## src/lsrm_pkg.sv

```systemverilog
// Overview of operation
// monitoring is active straight out of reset, no software action needed.
// power disable bit at 0 observes the comparator; at 1 monitoring is off.
// trip reset disable at 1 never forces reset; only the flag reports.
// reset asserts after 9 consecutive cycles at or below falling level.
// reset holds until supply above rising level for one cycle.
// a monitor reset also drives the external reset pin low.
// flag stays 0 under 32 crystal clocks low, is 1 after 40.
// flag clears above rising level, keeps value between the two levels.
// any reset clears the flag; software writes to it have no effect.
// the monitor never raises a processor interrupt request.
// in wait mode an enabled monitor works; its reset ends wait mode.
// in stop mode it works only when stop enable is set.
// the crystal clock count runs at the crystal oscillator frequency.
// comparator results arrive as two synchronised level signals.
package lsrm_pkg;

    // register byte addresses
    localparam logic [3:0] LSRM_ADDR_OPTION = 4'h0;
    localparam logic [3:0] LSRM_ADDR_STATUS = 4'h4;
    localparam logic [3:0] LSRM_ADDR_EVENT  = 4'h8;
    localparam logic [3:0] LSRM_ADDR_MASK   = 4'hC;

    // option_register_a field positions
    localparam int LSRM_BIT_PWR_DIS  = 0;
    localparam int LSRM_BIT_RST_DIS  = 1;
    localparam int LSRM_BIT_STOP_EN  = 2;

    // supply_status_register field positions
    localparam int LSRM_BIT_LOW_FLAG = 0;
    localparam int LSRM_BIT_HOLD     = 1;
    localparam int LSRM_BIT_BELOW    = 2;
    localparam int LSRM_BIT_ABOVE    = 3;

    // event field positions
    localparam int LSRM_EV_FLAG_SET  = 0;
    localparam int LSRM_EV_RESET     = 1;

    // reset values
    localparam logic [2:0] LSRM_OPTION_RST = 3'h0;
    localparam logic [1:0] LSRM_EVENT_RST  = 2'h0;
    localparam logic [1:0] LSRM_MASK_RST   = 2'h0;

    // reset filter: consecutive cpu cycles at or below falling level
    localparam logic [3:0] LSRM_TRIP_CYCLES  = 4'h9;
    // flag delay in crystal clocks, inside the 32 to 40 window
    localparam logic [5:0] LSRM_FLAG_CLOCKS  = 6'h24;

    localparam logic [1:0] LSRM_RESP_OKAY   = 2'h0;
    localparam logic [1:0] LSRM_RESP_SLVERR = 2'h2;

endpackage

```

## src/lsrm_monitor.sv

```systemverilog
`timescale 1ns/100ps
`default_nettype none
module lsrm_monitor
    import lsrm_pkg::*;
(
    input  wire logic        clock,
    input  wire logic        reset,
    // analogue comparator levels and crystal clock, asynchronous
    input  wire logic        below_falling,
    input  wire logic        above_rising,
    input  wire logic        crystal_clock,
    // low power state of the cpu, same clock domain
    input  wire logic        wait_mode,
    input  wire logic        stop_mode,
    // system reset request, wake request, external pin and event line
    output logic             monitor_reset,
    output logic             wake_request,
    output logic             reset_pin_out,
    output logic             reset_pin_oe,
    output logic             event_irq,
    // axi4-lite slave
    input  wire logic [3:0]  s_axi_awaddr,
    input  wire logic        s_axi_awvalid,
    output logic             s_axi_awready,
    input  wire logic [31:0] s_axi_wdata,
    input  wire logic [3:0]  s_axi_wstrb,
    input  wire logic        s_axi_wvalid,
    output logic             s_axi_wready,
    output logic [1:0]       s_axi_bresp,
    output logic             s_axi_bvalid,
    input  wire logic        s_axi_bready,
    input  wire logic [3:0]  s_axi_araddr,
    input  wire logic        s_axi_arvalid,
    output logic             s_axi_arready,
    output logic [31:0]      s_axi_rdata,
    output logic [1:0]       s_axi_rresp,
    output logic             s_axi_rvalid,
    input  wire logic        s_axi_rready
);

    // synchronisers: below, above, crystal clock
    logic [2:0] sync1_reg;
    logic [2:0] sync2_reg;
    logic       xtal_prev_reg;
    logic       below_s;
    logic       above_s;
    logic       xtal_edge;

    // monitor state
    logic [3:0] trip_cnt_reg,  trip_cnt_next;
    logic [5:0] flag_cnt_reg,  flag_cnt_next;
    logic       hold_reg,      hold_next;
    logic       low_flag_reg,  low_flag_next;
    logic       active;

    // registers
    logic [2:0] option_reg,    option_next;
    logic [1:0] event_reg,     event_next;
    logic [1:0] mask_reg,      mask_next;
    logic [1:0] event_set;

    // bus state
    logic        aw_have_reg,  aw_have_next;
    logic [3:0]  aw_addr_reg,  aw_addr_next;
    logic        w_have_reg,   w_have_next;
    logic [31:0] w_data_reg,   w_data_next;
    logic [3:0]  w_strb_reg,   w_strb_next;
    logic        bvalid_reg,   bvalid_next;
    logic [1:0]  bresp_reg,    bresp_next;
    logic        rvalid_reg,   rvalid_next;
    logic [31:0] rdata_reg,    rdata_next;
    logic [1:0]  rresp_reg,    rresp_next;
    logic        wr_fire;
    logic        rd_fire;
    logic        wr_opt;
    logic        wr_mask;

    // two-stage synchronisers; only stage two is read by logic
    always_ff @(posedge clock or posedge reset) begin
        if (reset) begin
            sync1_reg     <= 3'h0;
            sync2_reg     <= 3'h0;
            xtal_prev_reg <= 1'b0;
        end else begin
            sync1_reg     <= {crystal_clock, above_rising, below_falling};
            sync2_reg     <= sync1_reg;
            xtal_prev_reg <= sync2_reg[2];
        end
    end

    // synchronised comparator levels and crystal edge
    assign below_s   = sync2_reg[0];
    assign above_s   = sync2_reg[1];
    assign xtal_edge = sync2_reg[2] & ~xtal_prev_reg;

    // monitor enable from power bit and stop mode
    always_comb begin
        active = ~option_reg[LSRM_BIT_PWR_DIS];
        if (stop_mode && !option_reg[LSRM_BIT_STOP_EN]) begin
            active = 1'b0;
        end
    end

    // reset filter, reset hold and supply low flag
    always_comb begin
        trip_cnt_next = trip_cnt_reg;
        flag_cnt_next = flag_cnt_reg;
        hold_next     = hold_reg;
        low_flag_next = low_flag_reg;
        if (!active) begin
            trip_cnt_next = 4'h0;
            flag_cnt_next = 6'h0;
        end else begin
            // consecutive cycles low, any high cycle restarts
            if (!below_s) begin
                trip_cnt_next = 4'h0;
            end else if (trip_cnt_reg != LSRM_TRIP_CYCLES) begin
                trip_cnt_next = trip_cnt_reg + 4'h1;
            end
            // crystal clocks spent low
            if (!below_s) begin
                flag_cnt_next = 6'h0;
            end else if (xtal_edge && flag_cnt_reg != LSRM_FLAG_CLOCKS) begin
                flag_cnt_next = flag_cnt_reg + 6'h1;
            end
            if (flag_cnt_reg == LSRM_FLAG_CLOCKS) begin
                low_flag_next = 1'b1;
            end
            if (above_s) begin
                low_flag_next = 1'b0;
            end
            if (!option_reg[LSRM_BIT_RST_DIS]
                && trip_cnt_reg == LSRM_TRIP_CYCLES) begin
                hold_next = 1'b1;
            end
        end
        // a single cycle above the rising level ends the hold
        if (hold_reg && above_s) begin
            hold_next     = 1'b0;
            trip_cnt_next = 4'h0;
        end
        // the system is in reset while held, so the flag clears
        if (hold_reg) begin
            low_flag_next = 1'b0;
            flag_cnt_next = 6'h0;
        end
    end

    always_ff @(posedge clock or posedge reset) begin
        if (reset) begin
            trip_cnt_reg <= 4'h0;
            flag_cnt_reg <= 6'h0;
            hold_reg     <= 1'b0;
            low_flag_reg <= 1'b0;
        end else begin
            trip_cnt_reg <= trip_cnt_next;
            flag_cnt_reg <= flag_cnt_next;
            hold_reg     <= hold_next;
            low_flag_reg <= low_flag_next;
        end
    end

    // reset request, wake and open-drain reset pin
    assign monitor_reset = hold_reg;
    assign wake_request  = hold_reg & (wait_mode | stop_mode);
    assign reset_pin_out = 1'b0;
    assign reset_pin_oe  = hold_reg;

    // bus handshakes
    assign s_axi_awready = ~aw_have_reg & ~bvalid_reg;
    assign s_axi_wready  = ~w_have_reg & ~bvalid_reg;
    assign s_axi_arready = ~rvalid_reg;
    assign s_axi_bvalid  = bvalid_reg;
    assign s_axi_bresp   = bresp_reg;
    assign s_axi_rvalid  = rvalid_reg;
    assign s_axi_rdata   = rdata_reg;
    assign s_axi_rresp   = rresp_reg;
    assign wr_fire       = aw_have_reg & w_have_reg & ~bvalid_reg;
    assign rd_fire       = s_axi_arvalid & ~rvalid_reg;
    assign wr_opt  = wr_fire && aw_addr_reg == LSRM_ADDR_OPTION && w_strb_reg[0];
    assign wr_mask = wr_fire && aw_addr_reg == LSRM_ADDR_MASK && w_strb_reg[0];

    // write channel capture and response
    always_comb begin
        aw_have_next = aw_have_reg;
        aw_addr_next = aw_addr_reg;
        w_have_next  = w_have_reg;
        w_data_next  = w_data_reg;
        w_strb_next  = w_strb_reg;
        bvalid_next  = bvalid_reg;
        bresp_next   = bresp_reg;
        if (s_axi_awvalid && s_axi_awready) begin
            aw_have_next = 1'b1;
            aw_addr_next = {s_axi_awaddr[3:2], 2'h0};
        end
        if (s_axi_wvalid && s_axi_wready) begin
            w_have_next = 1'b1;
            w_data_next = s_axi_wdata;
            w_strb_next = s_axi_wstrb;
        end
        if (wr_fire) begin
            aw_have_next = 1'b0;
            w_have_next  = 1'b0;
            bvalid_next  = 1'b1;
            // status and event are read-only, writes there are ignored
            unique case (aw_addr_reg)
                LSRM_ADDR_OPTION,
                LSRM_ADDR_STATUS,
                LSRM_ADDR_EVENT,
                LSRM_ADDR_MASK: bresp_next = LSRM_RESP_OKAY;
                default:        bresp_next = LSRM_RESP_SLVERR;
            endcase
        end
        if (bvalid_reg && s_axi_bready) begin
            bvalid_next = 1'b0;
        end
    end

    always_ff @(posedge clock or posedge reset) begin
        if (reset) begin
            aw_have_reg <= 1'b0;
            aw_addr_reg <= 4'h0;
            w_have_reg  <= 1'b0;
            w_data_reg  <= 32'h0;
            w_strb_reg  <= 4'h0;
            bvalid_reg  <= 1'b0;
            bresp_reg   <= LSRM_RESP_OKAY;
        end else begin
            aw_have_reg <= aw_have_next;
            aw_addr_reg <= aw_addr_next;
            w_have_reg  <= w_have_next;
            w_data_reg  <= w_data_next;
            w_strb_reg  <= w_strb_next;
            bvalid_reg  <= bvalid_next;
            bresp_reg   <= bresp_next;
        end
    end

    // read channel: data one cycle after address taken
    always_comb begin
        rvalid_next = rvalid_reg;
        rdata_next  = rdata_reg;
        rresp_next  = rresp_reg;
        if (rd_fire) begin
            rvalid_next = 1'b1;
            rdata_next  = 32'h0;
            rresp_next  = LSRM_RESP_OKAY;
            unique case ({s_axi_araddr[3:2], 2'h0})
                LSRM_ADDR_OPTION: rdata_next[2:0] = option_reg;
                LSRM_ADDR_STATUS: begin
                    rdata_next[LSRM_BIT_LOW_FLAG] = low_flag_reg;
                    rdata_next[LSRM_BIT_HOLD]     = hold_reg;
                    rdata_next[LSRM_BIT_BELOW]    = below_s;
                    rdata_next[LSRM_BIT_ABOVE]    = above_s;
                end
                LSRM_ADDR_EVENT:  rdata_next[1:0] = event_reg;
                LSRM_ADDR_MASK:   rdata_next[1:0] = mask_reg;
                default:          rresp_next = LSRM_RESP_SLVERR;
            endcase
        end else if (rvalid_reg && s_axi_rready) begin
            rvalid_next = 1'b0;
        end
    end

    always_ff @(posedge clock or posedge reset) begin
        if (reset) begin
            rvalid_reg <= 1'b0;
            rdata_reg  <= 32'h0;
            rresp_reg  <= LSRM_RESP_OKAY;
        end else begin
            rvalid_reg <= rvalid_next;
            rdata_reg  <= rdata_next;
            rresp_reg  <= rresp_next;
        end
    end

    // event bits: flag rising and monitor reset entry
    assign event_set[LSRM_EV_FLAG_SET] = low_flag_next & ~low_flag_reg;
    assign event_set[LSRM_EV_RESET]    = hold_next & ~hold_reg;

    // option, event and mask registers; a set beats a read clear
    always_comb begin
        option_next = option_reg;
        mask_next   = mask_reg;
        event_next  = event_reg;
        if (wr_opt) begin
            option_next = w_data_reg[2:0];
        end
        if (wr_mask) begin
            mask_next = w_data_reg[1:0];
        end
        if (rd_fire && {s_axi_araddr[3:2], 2'h0} == LSRM_ADDR_EVENT) begin
            event_next = 2'h0;
        end
        event_next = event_next | event_set;
    end

    always_ff @(posedge clock or posedge reset) begin
        if (reset) begin
            option_reg <= LSRM_OPTION_RST;
            mask_reg   <= LSRM_MASK_RST;
            event_reg  <= LSRM_EVENT_RST;
        end else begin
            option_reg <= option_next;
            mask_reg   <= mask_next;
            event_reg  <= event_next;
        end
    end

    // system event line, not a processor interrupt request
    assign event_irq = |(event_reg & mask_reg);

endmodule
`default_nettype wire

```

## config.mk

```make
export PLATFORM = sky130hd
export DESIGN_NAME = lsrm_monitor
export DESIGN_NICKNAME = d
export VERILOG_FILES = /design/src/lsrm_pkg.sv /design/src/lsrm_monitor.sv
export SDC_FILE = /design/constraint.sdc
export NUM_CORES = 1
export LEC_CHECK = 0
export ABC_AREA = 1
export BUFFER_PORTS_ARGS = -buffer_cell sky130_fd_sc_hd__buf_4
export CORE_AREA = 2 2 72 74
export CTS_BUF_LIST = sky130_fd_sc_hd__clkbuf_4 sky130_fd_sc_hd__clkbuf_8 sky130_fd_sc_hd__clkbuf_16
export DETAILED_ROUTE_END_ITERATION = 16
export DIE_AREA = 0 0 74 76
export PLACE_DENSITY = 0.85
export SLEW_MARGIN = 15
export SYNTH_ARGS = -nofsm -noshare
export SYNTH_HDL_FRONTEND = slang
export SYNTH_SLANG_ARGS = --single-unit
```

## constraint.sdc

```tcl
create_clock -name clock -period 1.4 [get_ports clock]
set_input_delay 0.28 -clock clock [delete_from_list [all_inputs] [get_ports clock]]
set_output_delay 0.28 -clock clock [all_outputs]
set_load 0.02 [all_outputs]
```

-- After elaboration in Yosys (flattened, before gate mapping)
Index checks and enable logic that the tools add are counted.
- flip-flop bits (word level): 42
- logic and storage cells: 105
- add/sub/neg operators: 2
- equality and inequality tests: 12
- multiplexer cells: 29
- bitwise logic cells: 20
- reductions and logical operators: 23
- operators by type and width (kind ; number):
    $mux 6 ; 4
    $mux 1 ; 17
    $mux 4 ; 4
    $logic_and 1x1->1 ; 13
    $and 1x1->1 ; 9
    $eq 2x2->1 const B ; 4
    $not 1->1 ; 8
    $pmux 2 s4 ; 1
    $reduce_bool 2->1 ; 4
    $add 6x1->6 const B ; 1
    $eq 6x6->1 const B ; 1
    $ne 6x6->1 const B ; 1
    $add 4x1->4 const B ; 1
    $eq 2x1->1 const B ; 2
    $eq 4x4->1 const B ; 1
    $logic_not 4->1 ; 1
    $mux 2 ; 2
    $ne 4x2->1 const B ; 1
    $ne 4x3->1 const B ; 1
    $ne 4x4->1 const B ; 1
    $reduce_or 4->1 ; 1
    $and 2x2->2 ; 1
    $logic_not 1->1 ; 2
    $logic_not 2->1 ; 1
    4 further kinds ; 4

-- Depth between registers and ports, before layout
Gate-level depths: netlist of the first run.
- depth after elaboration: 7
- depth in mapped cells: 9
- gate-level depth less buffers: 9

-- Least setup slack after synthesis of the first run
No wires, ideal clock.
- path type: reg-to-reg
- start: reg bvalid_reg (netlist: s_axi_bvalid)
- end: reg w_data_reg[2]
- setup time: 0.125 ns
- data arrival time: 1.212 ns
- data required time: 1.275 ns
- path slack: 0.063 ns
- stages on the path, launching flop included: 4
- period minus slack after synthesis: 1.337 ns
- cell sequence: dfrtp_1 -> nor2_2 -> nand2_2 -> mux2_2
- cells in the longest elaborated chain, start to end: 3
- ends and longest elaborated chain (what ; RTL line ; text):
    from (decl) ; lsrm_monitor.sv:68 ; logic bvalid_reg, bvalid_next;
    from (signal assigned) ; lsrm_monitor.sv:234 ; bvalid_reg <= bvalid_next;
    $not 1->1 ; lsrm_monitor.sv:171 ; assign s_axi_wready = ~w_have_reg & ~bvalid_reg;
    $and 1x1->1 ; lsrm_monitor.sv:171 ;
    net s_axi_wready ; lsrm_monitor.sv:28 ; output logic s_axi_wready,
    $logic_and 1x1->1 ; lsrm_monitor.sv:196 ; if (s_axi_wvalid && s_axi_wready) begin
    to (signal assigned) ; lsrm_monitor.sv:232 ; w_data_reg <= w_data_next;
    to (decl) ; lsrm_monitor.sv:66 ; logic [31:0] w_data_reg, w_data_next;
The timed path passes the listed nets, and every way through them passes these cells.
A chain may end at the register's enable or synchronous reset.

-- Final worst setup path of the first run
- start: reg event_reg[0]
- end: out event_irq
- cells in the longest elaborated chain, start to end: 2
- ends and longest elaborated chain (what ; RTL line ; text):
    from (decl) ; lsrm_monitor.sv:58 ; logic [1:0] event_reg, event_next;
    from (signal assigned) ; lsrm_monitor.sv:306 ; event_reg <= event_next;
    $and 2x2->2 ; lsrm_monitor.sv:311 ; assign event_irq = |(event_reg & mask_reg);
    $reduce_or 2->1 ; lsrm_monitor.sv:311 ;
    to (decl) ; lsrm_monitor.sv:20 ; output logic event_irq,
No other way between the ends.

==> results of run 1 <==
[per-stage QoR]
stage	TNS, ps	hold slack [ps]
global placement	0	333.6
finish	0	32.56
detailed placement	0	335.8
CTS	0	37.57
global route	-30.17	49.86
floorplan	0	311.4
[layout by cell type (no fill, tap or decap)]
cell        netlist  routed
o21bai_1          1       1
buf_12            0       1
dfrtp_2           0       2
and2_1            1       1
dfrtp_1          41      39
o31ai_1           1       1
nor3_1            2       2
a21oi_2           0       1
ha_1              6       5
nand2_2           2       2
nand3_2           3       4
a22o_1            1       1
conb_1            1      32
nand3_1          15      14
nor2_4            1       3
nor2_2            2       3
nor3_4            1       1
clkinvlp_4        0       1
o21ai_0          12      12
or2_2             1       1
o211ai_1          3       3
clkbuf_8          0       6
ha_4              0       1
nor2_1           23      20
inv_2             0       3
buf_4            33      39
o21ai_1           4       4
nand2_1          44      44
o22ai_1           1       1
xor2_1            2       2
mux2_2            2       2
inv_1            35      32
a21oi_1           9       8
[path summary, 6_finish.rpt]
kind | start | end | slack (ps) | cells past startpoint
min in group clock | above_rising | sync1_reg[1] | 80 | 1
max in group asynchronous | reset | monitor_reset | 1160 | 3
max reg2reg | flag_cnt_reg[0] | flag_cnt_reg[2] | 70 | 9
min reg2reg | sync1_reg[1] | sync2_reg[1] | 360 | 0
max | event_reg[0] | event_irq | 20 | 2
min | reset | trip_cnt_reg[0] | 30 | 3
[metal layers]
layer / vias up / track usage [%] / wire, µm
met3: 8 / 4.101 / 221
met2: 60 / 25.00 / 2085
met1: 754 / 18.97 / 1673
met5: - / 0 / 0
met4: 0 / 4.727 / 82
li1: 794 / - / -
[area by class of cell]
cell class	count	share of cell area, %
Multi-Input combinational cell	169	34.86
Clock buffer	6	3.259
Inverter	35	5.185
Tap cell	70	3.457
Clock inverter	1	0.2963
Sequential cell	41	40.59
Timing Repair Buffer	40	12.35
[logic make-up after synthesis]
group / count (synthesis)
AOI/OAI and AO/OA: 32
DFF: 41
muxes: 2
xor gates and xnor gates: 2
other: 1
and+or+nand+nor: 95
buffers and inverters: 68
adders and majority gates: 6
[what timing repair did]
item / in CTS / in global routing
setup buffers: 0 / 3
gates resized for setup: 0 / 14
setup endpoints to repair: 0 / 15
[report_power, final]
group	internal [mW]	switching [mW]	leakage [nW]
clock	0.389	0.408	0.0433
sequential	1.44	0.191	0.518
combinational	0.437	0.659	0.738
total	2.26	1.26	1.30
[worst reg2reg max path: cells and delay by family (launching register included)]
family / cells / cell delay [ps]
buf+inv: 2 / 180
fa+ha+maj: 1 / 150
simple gates: 5 / 430
flops: 1 / 410
compound gates: 1 / 50
==> results.md, run 1 <==
- Number of synthesized register bits: 41
- Diodes inserted: 0
- Clock Sinks: 41
- Die area: 5624 µm²
- Largest area contributor in the netlist: dfrtp_1
- Worst Max-Slew Pin Slew: 552.1 ps
- Initial antenna violation count: 0
- Crit path capture type: output port
- Dpl hpwl: 3009 µm
- Tcrit/Tclk final: 98.58%
- Total power: 3.523 mW
- DIE WIDTH: 74 µm
- Synthesized area per cell: 8.637 µm²
- Hold WC Path Type: in -> async
- Leakage power: 1.300 nW
- Nets@finish: 354
- Worst skew pair latency: 300 ps
- H-tree levels: 2
- CTS Root Cell: clkbuf_8
- Synth cell count leaders: nand2_1 (44), dfrtp_1 (41), inv_1 (35)
- Fraction of registers with async set/reset: 100.0%
- Fin util: 51.58%
- Layout cells sized above 1: 23.97%
- Input/output buffers: 33
- Total Routing Usage GR: 15.11%
- Max reg flops: 6
- Worst Slack Setup Final: 19.86 ps
- Grt ovf: 0
- Final WL: 4062 µm
- Critical Path Slowest Stage Cell: dfrtp_1
- Peak supply drop: 0.001026 V
- CTS tree: built
- Final setup viols: 0
- Routed wire per std cell: 11.22 µm
- Clk_skew: 4.642 ps
- CP Cell Sequence: a22o_1 > buf_4
- Mux contribution to synthesized area: 1.056%
- Critical Path RT: 1120 ps
- Cts bufs inserted: 5
- Effective utilization at floorplan: 43.43%
- Data arrival, critical path: 1100 ps
- Vias/cell: 4.464
- Fillers: 458
- Multi-input logic area: 883.3 µm²
- FF+latch area: 1028 µm²
- Placed inst area: 2380 µm²
- Mapped Area: 2133 µm²
- Ports: 102
- Post-synth EDFFs: 0
- Post-synth top area share: 48.09%
- Unrepaired setup endpoints after global routing: yes
- Pwr dens: 1391 nW/µm²
- Count leader, synth: nand2_1
- Clock transition at path regs: 80 ps
- Post-synth cell types: 26
- Critical Path Max Stage Delay: 400 ps
- Status: finished clean
- Largest net degree at the start of global routing: 42
- Vias in the first global route: 1,493
- Achievable frequency: 0.7246 GHz
- Remaining DRCs: 0
- Top FF cell, synth: dfrtp_1
- Hold_buf cts: 0
- Via count: 1,616
- Sequential fraction of the synthesis area: 48.09%
- WP buf/inv: 1
- Simple-gate share of the synthesized area: 20.23%
- Compound-Gate Fraction of Synth Area: 8.328%
- Largest family of logic cells by synthesized area: simple AND/OR/NAND/NOR gates
- DRT Pass-1 Iters: 4
- Max-cap viol count: 0
- Placed Instances: 352
- Pre-CTS setup slack: 31.61 ps
- Max FO, Critical Path: 3
- Core area: 4912 µm²
- Die Y-Extent: 76 µm
- Global-route wire length before repair: 6617 µm
- Hold violation total from the final report: 0
- Routed Antenna Nets: 0
- Rel. slew slack: 62.80%
- Syn-to-layout area delta: 18.77%
- Adder-cell share of the synthesized area: 3.519%
- Synth warn: 0
- 1st-iter DRT viols: 103
- Post-Synth XOR/XNOR Area: 0.8211%
- Synth Instances: 247
- Critical path class: reg -> out
- Final Non-Filler Cells: 362
- Crit-path leading delay family: flip-flops
- Clock Tree Buf Depth: 2
- Top cells by area, synth: dfrtp_1 (48%), buf_4 (12%), nand2_1 (7.7%)
- Row count: 26
- CP Launch Type: flip-flop
- Slew Limit Fails: 0
- Crit path time final: 1380 ps
- Final Cell Area: 2534 µm²
- Final Wtd Congestion: 0.8812
Note: power is estimated with default switching activity, not from simulation.
==> run 2, diff against run 1 <==
Settings changed: GPL_TIMING_DRIVEN set to 0.
==> results.md, run 2 (synthesized netlist as in run 1, its figures left out) <==
- Peak supply drop: 0.001072 V
- Global-route wire length before repair: 6396 µm
- WL met2: 2171 µm
- Core area: 4912 µm²
- Cts bufs inserted: 5
- Critical Path RT: 1120 ps
- Clk_skew: 3.295 ps
- CTS Root Cell: clkbuf_8
- Pre-CTS setup slack: 26.92 ps
- Vias/cell: 4.316
- Worst Slack Setup Final: 49.51 ps
- Remaining DRCs: 0
- Nets@finish: 386
- Clock Tree Buf Depth: 2
- Slew Limit Fails: 0
- Via count: 1,705
- Crit path capture type: output port
- Final WL: 4090 µm
- Layout cells sized above 1: 31.38%
- Final setup viols: 0
- Clock Sinks: 41
- Achievable frequency: 0.7405 GHz
- Placed inst area: 2605 µm²
- Hold violation total from the final report: 0
- Pwr dens: 1257 nW/µm²
- Data arrival, critical path: 1070 ps
- Final Cell Area: 2788 µm²
- Met3 WL: 231 µm
- Worst skew pair latency: 290 ps
- Final Wtd Congestion: 0.8503
- Max-cap viol count: 0
- Syn-to-layout area delta: 30.67%
- Crit path time final: 1350 ps
- Max reg flops: 6
- Sw Ratio: 35.30%
- Total power: 3.503 mW
- Hold Startpoint: crystal_clock
- Input/output buffers: 33
- Max FO, Critical Path: 3
- Flop pwr share: 46.9%
- Commonest non-fill, non-tap cell in the layout: buf_4
- DRT met1 WL: 1584 µm
- Critical path class: reg -> out
- Dpl hpwl: 3106 µm
- Largest net degree at the start of global routing: 32
- Effective utilization at floorplan: 43.43%
- Clock transition at path regs: 70 ps
- Status: finished clean
- Row count: 26
- CP Launch Type: flip-flop
- Clock power frac: 21.2%
- Leakage power: 1.479 nW
- Unrepaired setup endpoints after global routing: yes
- Routed wire per std cell: 10.35 µm
- 1st-iter DRT viols: 47
- Commonest cells after routing, fill and taps aside: buf_4 (70), nand2_1 (44), dfrtp_1 (39)
- Routed Antenna Nets: 0
- DRT Pass-1 Iters: 4
- Diodes inserted: 0
- Die area: 5624 µm²
- Tcrit/Tclk final: 96.46%
- Top Layer Used: met4
- Power Internal: 2.266 mW
- R2r startpoint: flag_cnt_reg[1]
- Switching power: 1.236 mW
- Initial antenna violation count: 0
- Total Routing Usage GR: 14.56%
- CTS tree: built
- Grt ovf: 0
- DIE WIDTH: 74 µm
- Vias in the first global route: 1,548
- Hold WC Path Type: in -> reg
- Critical Path Start: event_reg[0]
- H-tree levels: 2
- Comb pwr share: 31.9%
- Total negative slack: 0 ps
- Ports: 102
- Die Y-Extent: 76 µm
run 2: final cells by class:
cell class	instances	area [µm²]
repair buffers	39	307.8
clock inverters	2	10.01
plain buffers	33	247.7
flip-flops and latches	41	1028
clock buffers	6	76.32
multi-input cells	169	898.4
inverters	35	131.4
well taps	70	87.58
fillers	444	2125
run 2: per-stage QoR:
step,hold WS (ps),util [%],cells
final,93.78,56.75,395
after detailed placement,229.7,53.03,382
after floorplan,311.4,-,278
after global routing,72.25,56.75,395
after CTS,83.49,55.02,391
after global placement,333.8,52.62,381
run 2: power by group through the flow:
stage          registers (mW)  logic, mW  clock network, mW
2_1_floorplan            1.65      0.737                  0
3_3_place_gp             1.63       1.03                  0
3_5_place_dp             1.64       1.08                  0
4_1_cts                  1.62       1.09              0.771
5_1_grt                  1.68       1.24              0.826
6_report                 1.64       1.12              0.742
run 2: critical path: stages (launching register included):
cell     delay (ps)
dfrtp_1         390
a22o_1          240
buf_4           150
run 2: repair_timing:
action | CTS | global route
hold buffers | 1 | 0
endpoints found under the hold margin | 10 | 0
gates cloned | 0 | 0
pin swaps | 0 | 7
setup endpoints to repair | 1 | 14
buffers inserted | 0 | 4
gates resized for setup | 1 | 14
run 2: path summary, 6_finish.rpt:
check | to | slack [ps] | cells past startpoint
min in group asynchronous | w_strb_reg[0] | 470 | 3
worst max-delay path | event_irq | 50 | 2
max in group asynchronous | monitor_reset | 490 | 4
worst min register to register | sync2_reg[0] | 350 | 0
worst max register to register | flag_cnt_reg[5] | 50 | 8
worst min-delay path | sync1_reg[2] | 90 | 1
run 2: per-layer routing:
metal	up-vias	GRT usage [%]
li1	869	-
met1	763	15.31
met2	62	25.45
met3	11	4.630
met4	0	7.091
met5	-	0
